`config.mk`:
```
export PLATFORM = sky130hd
export DESIGN_NAME = qmt_top
export DESIGN_NICKNAME = d
export VERILOG_FILES = /design/src/qmt_pkg.sv /design/src/qmt_checker.sv /design/src/qmt_top.sv
export SDC_FILE = /design/constraint.sdc
export NUM_CORES = 1
export LEC_CHECK = 0
export BUFFER_PORTS_ARGS = -buffer_cell sky130_fd_sc_hd__clkbuf_2
export CAP_MARGIN = 20
export CORE_MARGIN = 2
export CORE_UTILIZATION = 51
export DETAILED_ROUTE_END_ITERATION = 6
export GPL_TIMING_DRIVEN = 0
export PLACE_DENSITY_LB_ADDON = 0.12
export SYNTH_ARGS = -nofsm -noshare
export SYNTH_HDL_FRONTEND = slang
export SYNTH_HIERARCHICAL = 1
export SYNTH_SLANG_ARGS = --single-unit
```
`constraint.sdc`:
```
create_clock -name clock_i -period 2.55 [get_ports clock_i]
set_input_delay 0.1275 -clock clock_i [delete_from_list [all_inputs] [get_ports clock_i]]
set_output_delay 0.1275 -clock clock_i [all_outputs]
set_load 0.1 [all_outputs]
```
`src/qmt_pkg.sv`:
```
// package of constants for the quad memory read/write checker
//----------------------------------------------------------------------
// Function
// memory 550 MHz, checkers on 275 MHz clock
// address range covers whole 144 Mbit memory
// reference clocks reprogrammed 300 to 275 MHz first
// write and read whole space via user port
// full write pass before read pass
// regenerate write sequence, compare each word
// all checker control from restart pushbutton
// lamps off while pushbutton held low
// after release run test, lamp lights on pass
// dark lamp after release means failure
// lamps a..d report memories a..d
// each press and release reruns full test
// result held until next press; mismatch fails
// wait for calibration, obey wait, read-valid
//----------------------------------------------------------------------
package qmt_pkg;

	// clock figures
	localparam int MEM_CLOCK_MHZ      = 550;
	localparam int SYS_CLOCK_MHZ      = 275;
	localparam int REFCLK_DEFAULT_MHZ = 300;

	// memory geometry: 144 Mbit as 36-bit words
	localparam longint MEM_BITS   = 64'd150994944;
	localparam int     DATA_WIDTH = 36;
	localparam int     WORD_COUNT = 4194304;
	localparam int     ADDR_WIDTH = 22;

	// generator seed, nonzero lfsr state
	localparam logic [31:0] SEED = 32'h1234_5678;

	// checker sequence
	typedef enum logic [2:0]
	{
		ST_IDLE  = 3'b000,
		ST_CAL   = 3'b001,
		ST_WRITE = 3'b010,
		ST_READ  = 3'b011,
		ST_DRAIN = 3'b100,
		ST_DONE  = 3'b101
	} qmt_state_type;

endpackage

```
`src/qmt_checker.sv`:
```
// one read/write checker driving a memory controller user port
`timescale 1ns/100ps
module qmt_checker
#(
	parameter int AW = qmt_pkg::ADDR_WIDTH,
	parameter int DW = qmt_pkg::DATA_WIDTH,
	parameter logic [AW-1:0] LAST_ADDR = {AW{1'b1}}
)
(
	input  wire logic          clock_i,
	input  wire logic          reset_i,
	input  wire logic          start_i,
	input  wire logic          cal_done_i,
	input  wire logic          wait_i,
	input  wire logic          rd_valid_i,
	input  wire logic [DW-1:0] rd_data_i,
	output logic               write_o,
	output logic               read_o,
	output logic [AW-1:0]      addr_o,
	output logic [DW-1:0]      wr_data_o,
	output logic               done_o,
	output logic               pass_o
);

	//------------------------------------------------------------------
	// state
	//------------------------------------------------------------------
	qmt_pkg::qmt_state_type state_r, state_nxt;
	logic [AW-1:0] addr_r, addr_nxt;
	logic [AW:0]   rcnt_r, rcnt_nxt;
	logic [31:0]   wgen_r, wgen_nxt;
	logic [31:0]   rgen_r, rgen_nxt;
	logic          fail_r, fail_nxt;
	logic [DW-1:0] wr_data_r;

	// lfsr step, x^32+x^22+x^2+x^1+1
	function automatic logic [31:0] step(input logic [31:0] v);
		step = {v[30:0], v[31] ^ v[21] ^ v[1] ^ v[0]};
	endfunction

	// widen generator to data width
	function automatic logic [DW-1:0] expand(input logic [31:0] v);
		expand = DW'({v[3:0] ^ v[31:28], v});
	endfunction

	// handshake outputs combinational
	assign write_o   = (state_r == qmt_pkg::ST_WRITE);
	assign read_o    = (state_r == qmt_pkg::ST_READ);
	assign addr_o    = addr_r;
	assign wr_data_o = wr_data_r;
	assign done_o    = (state_r == qmt_pkg::ST_DONE);
	assign pass_o    = done_o & ~fail_r;

	//------------------------------------------------------------------
	// next-state logic
	//------------------------------------------------------------------
	always_comb
	begin
		state_nxt = state_r;
		addr_nxt  = addr_r;
		rcnt_nxt  = rcnt_r;
		wgen_nxt  = wgen_r;
		rgen_nxt  = rgen_r;
		fail_nxt  = fail_r;
		// read data is checked and counted only in read or drain state
		if (rd_valid_i && (state_r == qmt_pkg::ST_READ ||
			state_r == qmt_pkg::ST_DRAIN))
		begin
			if (rd_data_i != expand(rgen_r))
				fail_nxt = 1'b1;
			rgen_nxt = step(rgen_r);
			rcnt_nxt = rcnt_r + 1'b1;
		end
		unique case (state_r)
			qmt_pkg::ST_IDLE:
			begin
				if (start_i)
					state_nxt = qmt_pkg::ST_CAL;
			end
			qmt_pkg::ST_CAL:
			begin
				addr_nxt = '0;
				rcnt_nxt = '0;
				wgen_nxt = qmt_pkg::SEED;
				rgen_nxt = qmt_pkg::SEED;
				fail_nxt = 1'b0;
				if (cal_done_i)
					state_nxt = qmt_pkg::ST_WRITE;
			end
			qmt_pkg::ST_WRITE:
			begin
				// hold request while port waits
				if (!wait_i)
				begin
					wgen_nxt = step(wgen_r);
					addr_nxt = addr_r + 1'b1;
					if (addr_r == LAST_ADDR)
						state_nxt = qmt_pkg::ST_READ;
				end
			end
			qmt_pkg::ST_READ:
			begin
				if (!wait_i)
				begin
					addr_nxt = addr_r + 1'b1;
					if (addr_r == LAST_ADDR)
						state_nxt = qmt_pkg::ST_DRAIN;
				end
			end
			qmt_pkg::ST_DRAIN:
			begin
				// every issued read must return before judging
				if (rcnt_nxt == {1'b0, LAST_ADDR} + 1'b1)
					state_nxt = qmt_pkg::ST_DONE;
			end
			qmt_pkg::ST_DONE:
			begin
				state_nxt = qmt_pkg::ST_DONE;
			end
			default:
			begin
				state_nxt = qmt_pkg::ST_IDLE;
			end
		endcase
	end

	//------------------------------------------------------------------
	// registers
	//------------------------------------------------------------------
	always_ff @(posedge clock_i)
	begin
		if (reset_i)
		begin
			state_r   <= qmt_pkg::ST_IDLE;
			addr_r    <= '0;
			rcnt_r    <= '0;
			wgen_r    <= qmt_pkg::SEED;
			rgen_r    <= qmt_pkg::SEED;
			fail_r    <= 1'b0;
			wr_data_r <= '0;
		end
		else
		begin
			state_r   <= state_nxt;
			addr_r    <= addr_nxt;
			rcnt_r    <= rcnt_nxt;
			wgen_r    <= wgen_nxt;
			rgen_r    <= rgen_nxt;
			fail_r    <= fail_nxt;
			wr_data_r <= expand(wgen_nxt);
		end
	end

endmodule

```
`src/qmt_top.sv`:
```
// four memory checkers, pushbutton restart and result lamps
`timescale 1ns/100ps
module qmt_top
#(
	parameter int AW = qmt_pkg::ADDR_WIDTH,
	parameter int DW = qmt_pkg::DATA_WIDTH,
	parameter logic [AW-1:0] LAST_ADDR = {AW{1'b1}}
)
(
	input  wire logic            clock_i,
	input  wire logic            reset_i,
	input  wire logic            restart_n_i,
	input  wire logic            refclk_ready_i,
	input  wire logic [3:0]      cal_done_i,
	input  wire logic [3:0]      wait_i,
	input  wire logic [3:0]      rd_valid_i,
	input  wire logic [4*DW-1:0] rd_data_i,
	output logic [3:0]           write_o,
	output logic [3:0]           read_o,
	output logic [4*AW-1:0]      addr_o,
	output logic [4*DW-1:0]      wr_data_o,
	output logic                 result_lamp_a_o,
	output logic                 result_lamp_b_o,
	output logic                 result_lamp_c_o,
	output logic                 result_lamp_d_o
);

	//------------------------------------------------------------------
	// restart control
	//------------------------------------------------------------------
	logic       held_r, held_nxt;
	logic       start_r, start_nxt;
	logic       run_reset;
	logic [3:0] pass;
	logic [3:0] lamp_r, lamp_nxt;

	// checkers held in reset while button down; release starts them.
	// start waits for refclk reprogramming so controllers are valid
	always_comb
	begin
		held_nxt  = ~restart_n_i;
		start_nxt = refclk_ready_i & ~held_r;
		lamp_nxt  = held_r ? 4'h0 : pass;
	end

	assign run_reset = reset_i | held_r;

	always_ff @(posedge clock_i)
	begin
		if (reset_i)
		begin
			held_r  <= 1'b1;
			start_r <= 1'b0;
			lamp_r  <= 4'h0;
		end
		else
		begin
			held_r  <= held_nxt;
			start_r <= start_nxt;
			lamp_r  <= lamp_nxt;
		end
	end

	// lamp a..d map to memory a..d
	assign result_lamp_a_o = lamp_r[0];
	assign result_lamp_b_o = lamp_r[1];
	assign result_lamp_c_o = lamp_r[2];
	assign result_lamp_d_o = lamp_r[3];

	//------------------------------------------------------------------
	// checkers, one per memory, all on the 275 MHz clock
	//------------------------------------------------------------------
	genvar g;
	generate
		for (g = 0; g < 4; g++)
		begin : gen_chk
			qmt_checker
			#(
				.AW        (AW),
				.DW        (DW),
				.LAST_ADDR (LAST_ADDR)
			)
			u_chk
			(
				.clock_i    (clock_i),
				.reset_i    (run_reset),
				.start_i    (start_r),
				.cal_done_i (cal_done_i[g]),
				.wait_i     (wait_i[g]),
				.rd_valid_i (rd_valid_i[g]),
				.rd_data_i  (rd_data_i[g*DW +: DW]),
				.write_o    (write_o[g]),
				.read_o     (read_o[g]),
				.addr_o     (addr_o[g*AW +: AW]),
				.wr_data_o  (wr_data_o[g*DW +: DW]),
				.done_o     (),
				.pass_o     (pass[g])
			);
		end
	endgenerate

endmodule

```
==> implementation parameters <==
Parameter                              Value

CTS
  Root buf cell ... clkbuf_16
  Clock Path Buffers ... 3
  Num CTS Buffers ... 54
  CTS H-tree depth ... 2
  CTS tree ... yes
  Clock input transition at the sequential cells of the worst setup and hold paths ... 60 ps
  TritonCTS sink count ... around 530
  Source-to-sink clock delay at the later pin of the worst-skew pair ... 600 ps

STA
  Number of setup violations in the final report ... 1
  Unrepaired setup endpoints after global routing ... true
  Total count of hold-check failures in the final report ... 0
  Maximum operating frequency ... 360 MHz
  Worst Setup Slack, final ... -231 ps
  Final worst-path cycle share ... 109%
  Sum of negative setup slack ... -231 ps
  Rel. slew slack ... 47.3%
  Worst Max-Slew Pin Slew ... 784 ps
  Minimum period implied by the final worst setup slack ... between 2000 and 3000 ps
  Clock tree skew after final layout ... ~13 ps
  Max Transition Viols Final ... 0
  Worst hold slack ... about 33 ps

Yosys
  Synthesized instance count ... 2959
  Average instance area after synthesis ... 8.29 µm²
  Net count after synthesis ... 3127
  Yosys warning total ... 6
  Post-synthesis cell area ... roughly 0.025 mm²

Power
  Max IR drop VDD ... ~0.00050 V
  Pwr Density ... 592 mW/mm²
  Leakage Power ... 11.3 nW

Cells and area
  Ratio of cells with drive above 1 in the final layout ... between 20% and 30%
  Area growth from synthesis to layout ... 21.9%
  Number of nets in the layout ... 3607
  Cell area after layout ... 0.0299 mm²
  Fillers ... ~4.2k

Global routing
  Wire length of the first global-routing pass ... 111000 µm
  Gr usage total ... 27.1%
  Maximum number of pins on one net before global-route repair ... 16
  Number of global-route vias before repair ... 21.7k
  Total gr overflow ... 0
  Antenna violations before repair ... 2

Critical path
  Register-to-register setup slack ... -230 ps
  Buffers plus inverters on the worst setup path ... 1
  Critical path's slowest cell ... or4_1
  CP Launch Type ... flop
  Start of the worst register-to-register path ... gen_chk[0].u_chk/state_r[0]$_SDFFE_PP0P_
  CP Data Required Time ... 3070 ps
  Worst Setup End Kind ... flop
  Critical path's top delay family ... simple AND/OR/NAND/NOR gates
  Worst Path Arrival ... between 3000 and 4000 ps
  Reg-to-reg endpoint ... gen_chk[0].u_chk/state_r[0]$_SDFFE_PP0P_
  Worst R2R Path Depth ... 8
  Critical path fanouts, max ... 5
  Cells traversed along the worst timing path ... or3b_4 > a2111oi_4 > buf_4 > nand2_4 > o21a_1 > or4_1 > or4_4 > a211oi_2
  Worst setup path category ... flop to flop
  Worst path max stage delay ... 500 ps

Die
  Number of top-level design ports ... around 400
  Die X-Extent ... 223 µm
  Initial Util ... 51.5%
  Die Ht ... around 220 µm
  Placement Rows ... 80
  Total die area ... approximately 0.050 mm²
  Area of the placeable core ... 0.0476 mm²

Routing
  Initial DRT Pass Iterations ... 5
  Number of vias in the routed layout ... 22.5k
  Post-detailed-route DRC marker count ... 0
  Total detailed-routing wirelength ... 70100 µm
  Via density per instance ... 5.49
  Number of violations reported at the end of detailed-routing iteration 0 ... 1725
  Wire per inst ... 17.1 µm
  Post-DRT Antenna Nets ... 0

Worst hold path
  Worst Hold Endpoint ... gen_chk[3].u_chk/rcnt_r[7]$_SDFF_PP0_
  Type of the worst min-delay path ... primary input to flop
  Launch instance of the worst min-delay path ... rd_valid_i[3]
  Hold Path Stages ... 4

Placement
  Area after DPL ... 0.0274 mm²
  Detailed Place HPWL ... between 50000 and 60000 µm
  Pre-CTS setup slack ... -509 ps
  IO buf count ... 398
  Placer congestion estimate ... 0.882

Outcome
  Result of the run ... complete, but fails checks
  Violations in the final reports ... negative setup slack

Run
  Count of maximum capacitance violations ... 0
==> per-stage QoR <==
| step | cells | power [mW] | utilization, % |
|---|---|---|---|
| 2_1_floorplan | 2959 | 9.06 | - |
| 3_3_place_gp | 3972 | 9.35 | 57.4 |
| 3_5_place_dp | 3972 | 9.36 | 57.4 |
| 4_1_cts | 4093 | 17.9 | 62.1 |
| 5_1_grt | 4100 | 18.2 | 62.8 |
| 6_report | 4100 | 17.7 | 62.8 |
==> tightest hold or removal path, stage by stage <==
cell,delay [ps]
clkbuf_2,150
o2111ai_4,150
xor2_1,80
nor2_1,70
==> power by group <==
group / switching (mW) / leakage (nW) / internal, mW
logic: 0.607 / 6.09 / 0.278
registers: 0.0332 / 4.27 / 8.28
clock network: 3.32 / 0.952 / 5.18
==> layout make-up <==
| class | instances | area [µm²] | share of cell area [%] |
|---|---|---|---|
| multi-input combinational | 2157 | 12900 | 43.2 |
| inverter | 27 | 109 | 0.364 |
| tap | 615 | 769 | 2.57 |
| clock inverter | 22 | 302 | 1.01 |
| buffer | 237 | 1280 | 4.28 |
| antenna | 1 | 2.50 | 0.00837 |
| clock buffer | 79 | 1650 | 5.51 |
| sequential | 526 | 10600 | 35.3 |
| timing repair buffer | 436 | 2300 | 7.68 |
==> state kept, by name, indices dropped and copies added, names as in the netlist, named ones only <==
| signal | count |
|---|---|
| gen_chk.u_chk/rgen_r | 128 |
| gen_chk.u_chk/rcnt_r | 92 |
| start_r | 1 |
| gen_chk.u_chk/wr_data_o | 72 |
| held_r | 1 |
| gen_chk.u_chk/fail_r | 4 |
| gen_chk.u_chk/state_r | 12 |
| gen_chk.u_chk/wgen_r | 72 |
| gen_chk.u_chk/addr_o | 88 |
| lamp_r | 4 |
==> layer usage <==
layer | GRT usage (%) | vias up | part of all wire, %
met5 | 0 | - | 0
met2 | 45.6 | 657 | 48
li1 | - | 11024 | -
met1 | 35.9 | 10712 | 44
met4 | 8.75 | 0 | 2.6
met3 | 3.83 | 111 | 5.6
==> how the worst max path moves through the flow <==
| stage | start | end | depth (start not counted) | slack [ps] |
|---|---|---|---|---|
| 5_1_grt | gen_chk[0].u_chk/state_r[2]$_SDFFE_PP0P_ | gen_chk[0].u_chk/state_r[0]$_SDFFE_PP0P_ | 8 | -330 |
| 6_report | gen_chk[0].u_chk/state_r[0]$_SDFFE_PP0P_ | gen_chk[0].u_chk/state_r[0]$_SDFFE_PP0P_ | 8 | -230 |
| 3_5_place_dp | gen_chk[0].u_chk/rcnt_r[0]$_SDFF_PP0_ | gen_chk[0].u_chk/state_r[0]$_SDFFE_PP0P_ | 8 | -510 |
| 3_3_place_gp | gen_chk[0].u_chk/rcnt_r[0]$_SDFF_PP0_ | gen_chk[0].u_chk/state_r[0]$_SDFFE_PP0P_ | 8 | -480 |
| 4_1_cts | gen_chk[0].u_chk/state_r[0]$_SDFFE_PP0P_ | gen_chk[0].u_chk/state_r[0]$_SDFFE_PP0P_ | 8 | -220 |
| 2_1_floorplan | gen_chk[1].u_chk/state_r[2]$_SDFFE_PP0P_ | gen_chk[1].u_chk/state_r[0]$_SDFFE_PP0P_ | 8 | -150 |
==> timing repair <==
action | in CTS | in global routing
endpoints found under the hold margin | 9 | 0
setup buffers | 12 | 18
pin swaps | 8 | 18
resized for setup | 33 | 103
setup endpoints to repair | 210 | 291
hold buffers | 8 | 0
==> layout by cell type (no fill, tap or decap), types with 8 or more instances in the layout <==
cell type / count
a211o_1: 11
a211oi_1: 12
a21oi_1: 215
a311oi_1: 8
a31oi_1: 11
and2_1: 24
and3_1: 37
and4_1: 15
buf_1: 12
buf_2: 9
buf_4: 109
clkbuf_1: 102
clkbuf_16: 57
clkbuf_2: 436
clkbuf_8: 14
clkinv_2: 9
dfxtp_1: 500
dfxtp_2: 23
dlygate4sd3_1: 8
inv_1: 22
mux2i_1: 11
nand2_1: 441
nand2b_1: 30
nand3_1: 200
nand4_1: 80
nor2_1: 254
nor2b_1: 13
nor3_1: 107
nor3_2: 8
nor3b_1: 13
nor4_1: 19
o21ai_0: 38
or2_1: 17
or2_2: 31
or3_1: 41
xnor2_1: 239
xor2_1: 108
No activity file was read; power rests on OpenSTA's default activity.
